### config.mk
export PLATFORM = sky130hd
export DESIGN_NAME = ssr_strap_reset
export DESIGN_NICKNAME = d
export VERILOG_FILES = /design/src/design/ssr_pkg.sv /design/src/design/ssr_strap_reset.sv
export SDC_FILE = /design/constraint.sdc
export NUM_CORES = 1
export LEC_CHECK = 0
export BUFFER_PORTS_ARGS = -buffer_cell sky130_fd_sc_hd__buf_2
export CAP_MARGIN = 20
export CORE_UTILIZATION = 50
export DETAILED_ROUTE_END_ITERATION = 16
export PLACE_DENSITY = 0.86
export SLEW_MARGIN = 10
export SYNTH_ARGS = -nofsm -noshare
export SYNTH_HDL_FRONTEND = slang
export SYNTH_SLANG_ARGS = --single-unit
### constraint.sdc
create_clock -name clk_i -period 1.6 [get_ports clk_i]
set_input_delay 0.24 -clock clk_i [delete_from_list [all_inputs] [get_ports clk_i]]
set_output_delay 0.24 -clock clk_i [all_outputs]
set_load 0.03 [all_outputs]
### src/design/ssr_pkg.sv
// constants for the switch strap and reset control block
package ssr_pkg;
  localparam int SSR_CLK_MHZ = 100;
  localparam int SSR_SLOW_KHZ = 100;
  localparam int SSR_FAST_KHZ = 400;
  // half period of the config bus clock in core cycles
  localparam logic [9:0] SSR_SLOW_HALF =
    10'((SSR_CLK_MHZ * 1000) / (SSR_SLOW_KHZ * 2));
  localparam logic [9:0] SSR_FAST_HALF =
    10'((SSR_CLK_MHZ * 1000) / (SSR_FAST_KHZ * 2));
  localparam logic [3:0] SSR_MODE_NT = 4'h2;
  localparam logic [3:0] SSR_MODE_NT_EE = 4'h3;
  localparam logic [3:0] SSR_MODE_FO = 4'h4;
  localparam logic [3:0] SSR_MODE_FO_EE = 4'h5;
  localparam int SSR_GPIO_W = 8;
  localparam int SSR_ALT_PORT_B_RST = 0;
  localparam int SSR_ALT_PORT_C_RST = 1;
  localparam int SSR_ALT_LINK_A = 2;
  localparam int SSR_ALT_LINK_B = 3;
  localparam int SSR_ALT_LINK_C = 4;
  localparam int SSR_ALT_FAILOVER = 5;
  localparam logic [7:0] SSR_ALT_CAPABLE = 8'h3F;
  localparam logic [7:0] SSR_ALT_OUT_MASK = 8'h1F;
  localparam logic [3:0] SSR_STRAP_RST = 4'h0;
  localparam logic [2:0] SSR_EE_ADDR_HI = 3'h2;
  localparam logic [1:0] SSR_SLV_ADDR_B6 = 2'h3;
  typedef enum logic [2:0] {
    SSR_ST_RESET = 3'b001,
    SSR_ST_HALT = 3'b010,
    SSR_ST_RUN = 3'b100
  } ssr_state_t;
endpackage

### src/design/ssr_strap_reset.sv
// strap capture, reset sequencing and gpio alternate mapping
//
// Function
// RULE1: eeprom bus address from four address straps
// RULE2: config bus clock driven only during accesses
// RULE3: slave responds only to strapped address
// RULE4: all eight pins usable as gpio
// RULE5: gpio0/1 alternate are port B/C resets
// RULE6: gpio2..4 alternate are link-up outputs
// RULE7: gpio5 alternate is failover request input
// RULE8: downstream shared clock strap is reported
// RULE9: upstream shared clock strap is reported
// RULE10: slow strap picks 100 or 400 kHz
// RULE11: bridge reset honoured only in NT modes
// RULE12: fundamental reset clears all logic; the gpio block, bridge_reset_o and the captured straps and their decoded outputs are not cleared by it here
// RULE13: hold strap keeps device halted after reset
// RULE14: clearing hold bit releases to normal run
// RULE15: decode mode straps 0x2..0x5
// RULE16: board never drives reserved mode codes
// RULE17: names ending n are active low
// RULE18: straps sampled in reset, then held
`timescale 1ns/1ps
module ssr_strap_reset (
  input wire logic clk_i,
  input wire logic rstn_i,
  input wire logic fundamental_reset_n_i,
  input wire logic bridge_far_side_reset_n_i,
  input wire logic reset_hold_i,
  input wire logic [3:0] switch_mode_strap_i,
  input wire logic [3:0] eeprom_addr_strap_i,
  input wire logic [3:0] mgmt_slave_addr_strap_i,
  input wire logic cfg_bus_slow_sel_i,
  input wire logic shared_clk_downstream_i,
  input wire logic shared_clk_upstream_i,
  input wire logic hold_bit_clear_i,
  input wire logic cfg_bus_busy_i,
  input wire logic [7:0] gpio_alt_sel_i,
  input wire logic [7:0] gpio_dir_out_i,
  input wire logic [7:0] gpio_out_val_i,
  input wire logic [7:0] gpio_pin_i,
  input wire logic port_b_reset_req_i,
  input wire logic port_c_reset_req_i,
  input wire logic [2:0] link_up_i,
  output logic core_reset_n_o,
  output logic link_fund_reset_o,
  output logic halted_o,
  output logic bridge_reset_o,
  output logic [6:0] eeprom_bus_addr_o,
  output logic [6:0] mgmt_slave_addr_o,
  output logic cfg_bus_clk_o,
  output logic cfg_bus_clk_oe_n_o,
  output logic shared_clk_downstream_o,
  output logic shared_clk_upstream_o,
  output logic [3:0] mode_o,
  output logic mode_nt_o,
  output logic mode_eeprom_init_o,
  output logic mode_failover_o,
  output logic [7:0] gpio_out_o,
  output logic [7:0] gpio_oe_n_o,
  output logic [7:0] gpio_in_o,
  output logic failover_request_o
);
  import ssr_pkg::*;

  // two-flop synchronisers for every pin input
  logic [25:0] pin_s1_q, pin_s2_q;
  always_ff @(posedge clk_i) begin
    if (!rstn_i) begin
      pin_s1_q <= '0;
      pin_s2_q <= '0;
    end else begin
      pin_s1_q <= {fundamental_reset_n_i, bridge_far_side_reset_n_i,
                   reset_hold_i, switch_mode_strap_i, eeprom_addr_strap_i,
                   mgmt_slave_addr_strap_i, cfg_bus_slow_sel_i,
                   shared_clk_downstream_i, shared_clk_upstream_i,
                   gpio_pin_i};
      pin_s2_q <= pin_s1_q;
    end
  end
  logic fund_rst, brst_n, hold_pin, slow_s, ccds_s, ccus_s;
  logic [3:0] mode_s, eea_s, sla_s;
  logic [7:0] gpio_s;
  always_comb begin
    fund_rst = !pin_s2_q[25]; // [RULE17]
    brst_n = pin_s2_q[24];
    hold_pin = pin_s2_q[23];
    mode_s = pin_s2_q[22:19];
    eea_s = pin_s2_q[18:15];
    sla_s = pin_s2_q[14:11];
    slow_s = pin_s2_q[10];
    ccds_s = pin_s2_q[9];
    ccus_s = pin_s2_q[8];
    gpio_s = pin_s2_q[7:0];
  end

  function automatic logic is_nt(input logic [3:0] m);
    return m == SSR_MODE_NT || m == SSR_MODE_NT_EE ||
           m == SSR_MODE_FO || m == SSR_MODE_FO_EE; // [RULE15]
  endfunction

  // straps follow the pins while in reset, frozen afterwards
  logic [3:0] mode_q, eea_q, sla_q;
  logic slow_q, ccds_q, ccus_q, hold_strap_q;
  always_ff @(posedge clk_i) begin
    if (!rstn_i) begin
      mode_q <= SSR_STRAP_RST;
      eea_q <= SSR_STRAP_RST;
      sla_q <= SSR_STRAP_RST;
      slow_q <= 1'b0;
      ccds_q <= 1'b0;
      ccus_q <= 1'b0;
      hold_strap_q <= 1'b0;
    end else if (fund_rst) begin // [RULE18]
      mode_q <= mode_s;
      eea_q <= eea_s;
      sla_q <= sla_s;
      slow_q <= slow_s;
      ccds_q <= ccds_s;
      ccus_q <= ccus_s;
      hold_strap_q <= hold_pin; // [RULE13]
    end
  end

  // reset sequencer
  ssr_state_t state_q;
  always_ff @(posedge clk_i) begin
    if (!rstn_i) begin
      state_q <= SSR_ST_RESET;
    end else if (fund_rst) begin
      state_q <= SSR_ST_RESET; // [RULE12]
    end else begin
      case (state_q)
        SSR_ST_RESET: begin
          state_q <= hold_strap_q ? SSR_ST_HALT : SSR_ST_RUN; // [RULE13]
        end
        SSR_ST_HALT: begin
          if (hold_bit_clear_i) begin
            state_q <= SSR_ST_RUN; // [RULE14]
          end
        end
        SSR_ST_RUN: begin
          state_q <= SSR_ST_RUN;
        end
        default: begin
          state_q <= SSR_ST_RESET;
        end
      endcase
    end
  end

  // status and decoded straps
  always_ff @(posedge clk_i) begin
    if (!rstn_i) begin
      core_reset_n_o <= 1'b0;
      link_fund_reset_o <= 1'b1;
      halted_o <= 1'b0;
      bridge_reset_o <= 1'b0;
      eeprom_bus_addr_o <= '0;
      mgmt_slave_addr_o <= '0;
      shared_clk_downstream_o <= 1'b0;
      shared_clk_upstream_o <= 1'b0;
      mode_o <= SSR_STRAP_RST;
      mode_nt_o <= 1'b0;
      mode_eeprom_init_o <= 1'b0;
      mode_failover_o <= 1'b0;
    end else begin
      core_reset_n_o <= (state_q == SSR_ST_RUN) && !fund_rst; // [RULE12]
      link_fund_reset_o <= fund_rst; // [RULE12]
      halted_o <= state_q == SSR_ST_HALT; // [RULE13]
      bridge_reset_o <= !brst_n && is_nt(mode_q); // [RULE11]
      eeprom_bus_addr_o <= {SSR_EE_ADDR_HI, eea_q}; // [RULE1]
      // bits 6, 4 and 0 are fixed; straps land on bits 5 and 3..1
      mgmt_slave_addr_o <= {SSR_SLV_ADDR_B6[1], sla_q[3], 1'b0,
                            sla_q[2:0], 1'b0}; // [RULE3]
      shared_clk_downstream_o <= ccds_q; // [RULE8]
      shared_clk_upstream_o <= ccus_q; // [RULE9]
      mode_o <= mode_q;
      mode_nt_o <= is_nt(mode_q); // [RULE15]
      mode_eeprom_init_o <= mode_q == SSR_MODE_NT_EE ||
                            mode_q == SSR_MODE_FO_EE;
      mode_failover_o <= mode_q == SSR_MODE_FO || mode_q == SSR_MODE_FO_EE;
    end
  end

  // config bus clock: divider runs only while the engine is busy
  // halted state still lets the engine run so registers stay reachable
  logic [9:0] div_q;
  logic [9:0] half;
  assign half = slow_q ? SSR_SLOW_HALF : SSR_FAST_HALF; // [RULE10]
  always_ff @(posedge clk_i) begin
    if (!rstn_i || fund_rst || !cfg_bus_busy_i) begin
      div_q <= '0;
      cfg_bus_clk_o <= 1'b0;
      cfg_bus_clk_oe_n_o <= 1'b1; // [RULE2]
    end else begin
      cfg_bus_clk_oe_n_o <= cfg_bus_clk_o; // open drain: drive low only
      if (div_q == half - 10'h001) begin
        div_q <= '0;
        cfg_bus_clk_o <= !cfg_bus_clk_o; // [RULE2]
      end else begin
        div_q <= div_q + 10'h001;
      end
    end
  end

  // gpio mux
  logic [7:0] alt_val, alt_en;
  always_comb begin
    alt_en = gpio_alt_sel_i & SSR_ALT_CAPABLE; // [RULE4]
    alt_val = '0;
    alt_val[SSR_ALT_PORT_B_RST] = !port_b_reset_req_i; // [RULE5]
    alt_val[SSR_ALT_PORT_C_RST] = !port_c_reset_req_i; // [RULE5]
    alt_val[SSR_ALT_LINK_A] = !link_up_i[0]; // [RULE6]
    alt_val[SSR_ALT_LINK_B] = !link_up_i[1]; // [RULE6]
    alt_val[SSR_ALT_LINK_C] = !link_up_i[2]; // [RULE6]
  end
  always_ff @(posedge clk_i) begin
    if (!rstn_i) begin
      gpio_out_o <= '0;
      gpio_oe_n_o <= '1;
      gpio_in_o <= '0;
      failover_request_o <= 1'b0;
    end else begin
      for (int i = 0; i < SSR_GPIO_W; i++) begin
        if (alt_en[i]) begin
          gpio_out_o[i] <= alt_val[i];
          gpio_oe_n_o[i] <= !SSR_ALT_OUT_MASK[i]; // [RULE5]
        end else begin
          gpio_out_o[i] <= gpio_out_val_i[i];
          gpio_oe_n_o[i] <= !gpio_dir_out_i[i]; // [RULE4]
        end
      end
      gpio_in_o <= gpio_s;
      failover_request_o <= alt_en[SSR_ALT_FAILOVER] &&
                            gpio_s[SSR_ALT_FAILOVER]; // [RULE7]
    end
  end

  property p_bridge_gate;
    @(posedge clk_i) disable iff (!rstn_i)
    bridge_reset_o |-> $past(is_nt(mode_q)); // [RULE11]
  endproperty
  a_bridge_gate: assert property (p_bridge_gate) // [RULE11]
    else $error("bridge reset outside nt mode");

  property p_fund;
    @(posedge clk_i) disable iff (!rstn_i)
    fund_rst |=> !core_reset_n_o && link_fund_reset_o;
  endproperty
  a_fund: assert property (p_fund) // [RULE12]
    else $error("fundamental reset not applied");

  property p_halt;
    @(posedge clk_i) disable iff (!rstn_i)
    (state_q == SSR_ST_HALT && !hold_bit_clear_i && !fund_rst)
      |=> state_q == SSR_ST_HALT ##1 halted_o;
  endproperty
  a_halt: assert property (p_halt) // [RULE13]
    else $error("halt left early");

  property p_release;
    @(posedge clk_i) disable iff (!rstn_i)
    (state_q == SSR_ST_HALT && hold_bit_clear_i && !fund_rst)
      |=> state_q == SSR_ST_RUN;
  endproperty
  a_release: assert property (p_release) // [RULE14]
    else $error("halt not released");

  property p_clk_idle;
    @(posedge clk_i) disable iff (!rstn_i)
    !cfg_bus_busy_i |=> cfg_bus_clk_oe_n_o;
  endproperty
  a_clk_idle: assert property (p_clk_idle) // [RULE2]
    else $error("config clock driven while idle");

  property p_strap_hold;
    @(posedge clk_i) disable iff (!rstn_i)
    !fund_rst |=> $stable(mode_q) && $stable(slow_q);
  endproperty
  a_strap_hold: assert property (p_strap_hold) // [RULE18]
    else $error("strap changed outside reset");

  property p_failover;
    @(posedge clk_i) disable iff (!rstn_i)
    failover_request_o |-> $past(alt_en[SSR_ALT_FAILOVER]);
  endproperty
  a_failover: assert property (p_failover) // [RULE7]
    else $error("failover without alternate select");

  property p_no_alt67;
    @(posedge clk_i) disable iff (!rstn_i)
    $past(gpio_dir_out_i[7:6]) == ~gpio_oe_n_o[7:6];
  endproperty
  a_no_alt67: assert property (p_no_alt67) // [RULE4]
    else $error("gpio 6/7 took an alternate");

  c_halt: cover property (@(posedge clk_i) state_q == SSR_ST_HALT
                          ##1 state_q == SSR_ST_RUN);
  c_bridge: cover property (@(posedge clk_i) bridge_reset_o);
  c_clk: cover property (@(posedge clk_i) cfg_bus_busy_i
                         ##[1:300] !cfg_bus_clk_oe_n_o);
endmodule

# Word level (Yosys, flattened, before mapping)
# Index checks and enable logic that the tools add are counted.
# totals
ff_bits	135
inputBits	59
out_inout_bits	54
wordCells	92
# op_classes
add_sub_neg	2
n_eq_ne	9
muxes	16
bitwise	1
n_reduce_logical	31
# ops
op	count
logical NOT 1 bit	18
adder 10 x 1 -> 10 bit, second input constant	1
== test 10 bit	1
two-way mux 1 bit	10
subtractor 9 x 1 -> 10 bit, second input constant	1
two-way mux 9 bit	1
case mux 3 bit (3 select lines)	1
== test 4 x 2 -> 1 bit, second input constant	2
== test 4 x 3 -> 1 bit, second input constant	2
logical OR 1 bit	7
two-way mux 7 bit	1
two-way mux 3 bit	2
two-way mux 6 bit	1
OR reduction 2 bit	2
== test 3 x 1 -> 1 bit, second input constant	1
== test 3 x 2 -> 1 bit, second input constant	1
== test 3 bit, second input constant	1
logical AND 1 bit	3
!= test 2 bit, second input constant	1
AND reduction 2 bit	1
NOT 1 bit	1

# Longest topological paths before layout
# depth
ltp_word	5
ltp_mapped	5
mapped_depth_nobuf	5

# Least setup slack after synthesis
# OpenSTA, ideal clock, no wires.
# synth_path
path_type	register -> register
startpoint	register div_q[1]
endpoint	register div_q[2]
setup_ps	133
arrival_ps	1154
required_time_ps	1467
path_slack_ps	313
path_stages_with_launch	6
path_buffers	1
period_less_slack_ps	1287
path_cell_list	dfxtp_1 -> or3_1 -> nor4_1 -> o21a_1 -> buf_4 -> nor3_1
# synth_between
elab_chain_len	2
elab_cells_between_ends	3
classes_between	1 x add/sub; 1 x eq/ne; 1 x reduce/logical
# synth_lines
item	line	rtl
start, declared	ssr_strap_reset.sv:187	logic [9:0] div_q;
start signal, assigned	ssr_strap_reset.sv:201	div_q <= div_q + 10'h001;
parallel branches: the longest is 2 deep, another holds adder 10 x 1 -> 10 bit	n/a	
# Parallel ways; which one is timed is not known.
# A chain may end at the register's enable or synchronous reset.

# Worst setup path in the final report
# layout_path
startpoint	input rstn_i
endpoint	register gpio_oe_n_o[1]
# layout_lines
item	line	rtl
start, declared	ssr_strap_reset.sv:25	input wire logic rstn_i,
end signal, assigned by index	ssr_strap_reset.sv:227	gpio_oe_n_o[i] <= !SSR_ALT_OUT_MASK[i];
end signal, assigned by index	ssr_strap_reset.sv:230	gpio_oe_n_o[i] <= !gpio_dir_out_i[i];
end, declared	ssr_strap_reset.sv:59	output logic [7:0] gpio_oe_n_o,
# No word-level cell between the ends.

==> summary.md <==
| Metric | Value |
|---|---|
| Outcome | finished, final reports clean |
| Reg2reg start | div_q[1] |
| Fmax | 651 MHz |
| Comb pwr share | 0.064 |
| Largest net degree at the start of global routing | 62 |
| Number of synthesized flops with an enable pin | 0 |
| Net Switching | 1.57 mW |
| Slowest stage delay, CP | 0.58 ns |
| Most common cell after layout, fill and taps aside | dfxtp_1 |
| Most Frequent Cell on Critical Path | dlygate4sd3_1 |
| R2r setup slk | 0.08 ns |
| Register area share after synthesis | 0.644 |
| Port bufs | 106 |
| Hold Startpoint | link_up_i[0] |
| WL per Instance | 13.6 microns |
| Synth warn | 0 |
| Lkg Pwr | 2.52 nW |
| Final WS setup | 0.0636 ns |
| Setup Fix Bufs, Post-CTS | 0 |
| Final Total Pwr | 7.55 mW |
| Die height | 91.9 microns |
| Setup violations, final | 0 |
| DP HPWL | 4740 microns |
| Total core area | 7770 sq um |
| FF+latch area | 2600 sq um |
| Cell area after placement | 4670 sq um |
| Worst Setup End Kind | flop |
| Iter 0 DRT Violations | 129 |
| Placer Congestion | 0.852 |
| CP Class | in2reg |
| Crit-path max FO | 31 |
| Sw Share | 0.208 |
| Cts bufs inserted | 17 |
| Crit path cell chain | dlygate4sd3_1 > clkbuf_4 > buf_12 > o21ai_0 > dlygate4sd3_1 |
| Pre-antenna DRT Iters | 4 |
| Detailed-route DRC error count | 0 |
| Clock transition at path regs | 0.06 ns |
| Final ANT Viol Nets | 0 |
| CTS Buffer Depth | 2 |
| CTS HTree Levels | 4 |
| Final Skew | 0.00693 ns |
| Setup WS pre-CTS | 0.0587 ns |
| Fillcell total | 536 |
| Final min period | 1.54 ns |
| Reg power frac | 0.449 |
| Max-slew violations | 0 |
| Slew headroom | 0.648 |
| Tot GR Track Use | 0.206 |
| Global-route wire length before repair | 13300 microns |
| Worst setup startpoint | rstn_i |
| Initial Util | 0.520 |
| Std-Cell Rows | 32 |
| Main synth FF type | dfxtp_1 |
| Clock latency on the worst-skew pair | 0.50 ns |
| Die Area | 8450 sq um |
| Reg2Reg Depth | 4 |
| Post-Syn Area per Cell | 11.4 sq um |
| Peak VDD IR | 714 uV |
| Via-to-Cell Ratio | 4.66 |
| WP data required | 1.98 ns |
| CP top delay family | buffers and inverters |
| CP max-delay cell | dlygate4sd3_1 |
| Syn Std Cell Area | 4040 sq um |
| Crit path to | gpio_oe_n_o[1] |
| Gr ovfl total | 0 |
| Async set or reset register ratio after synthesis | 0 |
| Via count | 2919 |
| Mapped Cells | 353 |
| Area occupied by multi-input gates | 1320 sq um |
| Yosys reg bits | 130 |
| Worst-Margin Slew | 0.527 ns |
| Io pins | 113 |
| Final Util | 0.738 |
| Clock Tree Root | clkbuf_8 |
| Final Hold Fails | 0 |
| Die width | 91.9 microns |
| Most frequent cells in the layout | dfxtp_1, buf_2, and2_1 |
| Critical path depth | 5 |
| Final Cell Area | 5740 sq um |
| Clock power share | 0.487 |
| Critical path buffers and inverters | 4 |
| Internal power | 5.98 mW |
| # nets final | 570 |
| Layout cell share with drive strength beyond 1 | 0.283 |
| Vias in the first global route | 2872 |
| Antenna violations before repair | 1 |
| R2R Path End | div_q[3] |
| Final period util | 0.960 |
| Power density over the cells | 1320 nW/um^2 |
| Critical path startpoint category | primary input |
| MaxCap Viol Count | 0 |
| Routed wire length | 8540 microns |
| Synthesis-to-finish area growth | 41.9% |
| Worst hold slack | 0.0628 ns |
| HP Class | in2reg |
| Library cells used by synthesis | 37 |
| Sink Count | 130 |
| WP data arrival | 1.91 ns |
| CTS tree | built |
==> registers in the layout (all words and copies together) (netlist names), 4 cells and up <==
signal	flops
mode_o	4
sla_q	4
pin_s1_q	26
gpio_out_o	8
eea_q	4
gpio_oe_n_o	8
mode_q	4
gpio_in_o	8
eeprom_bus_addr_o	5
div_q	10
mgmt_slave_addr_o	4
pin_s2_q	26
==> synth_stat cells (2+ instances only) <==
master / instances / area share
nand3_1: 5 / 0.0062
o21ai_0: 6 / 0.0074
inv_1: 7 / 0.0065
buf_4: 6 / 0.011
nor3_1: 14 / 0.017
xor2_1: 4 / 0.0087
mux2i_1: 22 / 0.054
nor2_1: 2 / 0.0019
nor2b_1: 17 / 0.026
clkbuf_1: 13 / 0.012
and2_1: 82 / 0.13
and3_1: 3 / 0.0046
nand3b_1: 2 / 0.0037
buf_2: 2 / 0.0025
xnor2_1: 6 / 0.013
nor4_1: 3 / 0.0046
nor3_2: 2 / 0.0050
a21oi_1: 2 / 0.0025
dfxtp_1: 130 / 0.64
nand2_1: 6 / 0.0056
nor3b_1: 3 / 0.0056
==> routing by layer <==
| metal | global-route usage | wire length (microns) |
|---|---|---|
| met1 | 0.228 | 3570 |
| met2 | 0.345 | 4330 |
| met3 | 0.0705 | 358 |
| met4 | 0.118 | 281 |
| met5 | 0 | 0 |
==> layout make-up <==
| cell class | count | area share |
|---|---|---|
| Timing Repair Buffer | 157 | 0.187 |
| Tap cell | 102 | 0.0223 |
| Inverter | 7 | 0.00458 |
| Clock inverter | 8 | 0.0177 |
| Sequential cell | 130 | 0.454 |
| Multi-Input combinational cell | 197 | 0.231 |
| Clock buffer | 24 | 0.0838 |
| Antenna cell | 1 | 0.000436 |
==> worst min path at each step <==
stage	end	slack (ns)	cells past startpoint
4_1_cts	gpio_out_o[4]	0.03	3
5_1_grt	gpio_out_o[2]	0.04	3
3_5_place_dp	bridge_reset_o	0.38	1
2_1_floorplan	eeprom_bus_addr_o[5]	0.27	0
6_report	gpio_out_o[2]	0.06	3
3_3_place_gp	bridge_reset_o	0.38	1
==> power by group through the flow <==
stage / logic, mW / registers, mW / clock network [mW]
4_1_cts: 0.464 / 3.39 / 3.73
3_3_place_gp: 0.367 / 3.45 / 0
5_1_grt: 0.519 / 3.40 / 3.90
2_1_floorplan: 0.160 / 3.53 / 0
3_5_place_dp: 0.377 / 3.46 / 0
6_report: 0.482 / 3.39 / 3.68
==> worst register-to-register path: cells and delay by family (launching register included) <==
kind | cells | cell delay, ns
simple gates | 3 | 0.75
compound gates | 1 | 0.29
flops | 1 | 0.35
==> cell families after synthesis <==
kind of cell | count (synthesis) | share of synthesized area
multiplexers | 22 | 0.0545
AND/OR/NAND/NOR | 148 | 0.226
AO/OA/AOI/OAI | 12 | 0.0167
flip-flops | 130 | 0.644
adder cells (fa/ha/maj) | 1 | 0.00310
XOR/XNOR | 10 | 0.0217
buffers and inverters | 29 | 0.0331
other | 1 | 0.000928
==> through the flow <==
stage,instances,setup TNS (ns)
after floorplan,356,0
after global placement,547,0
after detailed placement,547,0
after CTS,624,0
after global routing,626,-0.0122
final,626,0
==> what timing repair did <==
item | in CTS | in global routing
endpoints found under the hold margin | 39 | 0
resized for setup | 0 | 3
hold buffers | 45 | 0
setup endpoints to repair | 0 | 16
(Power assumes the default switching activity.)
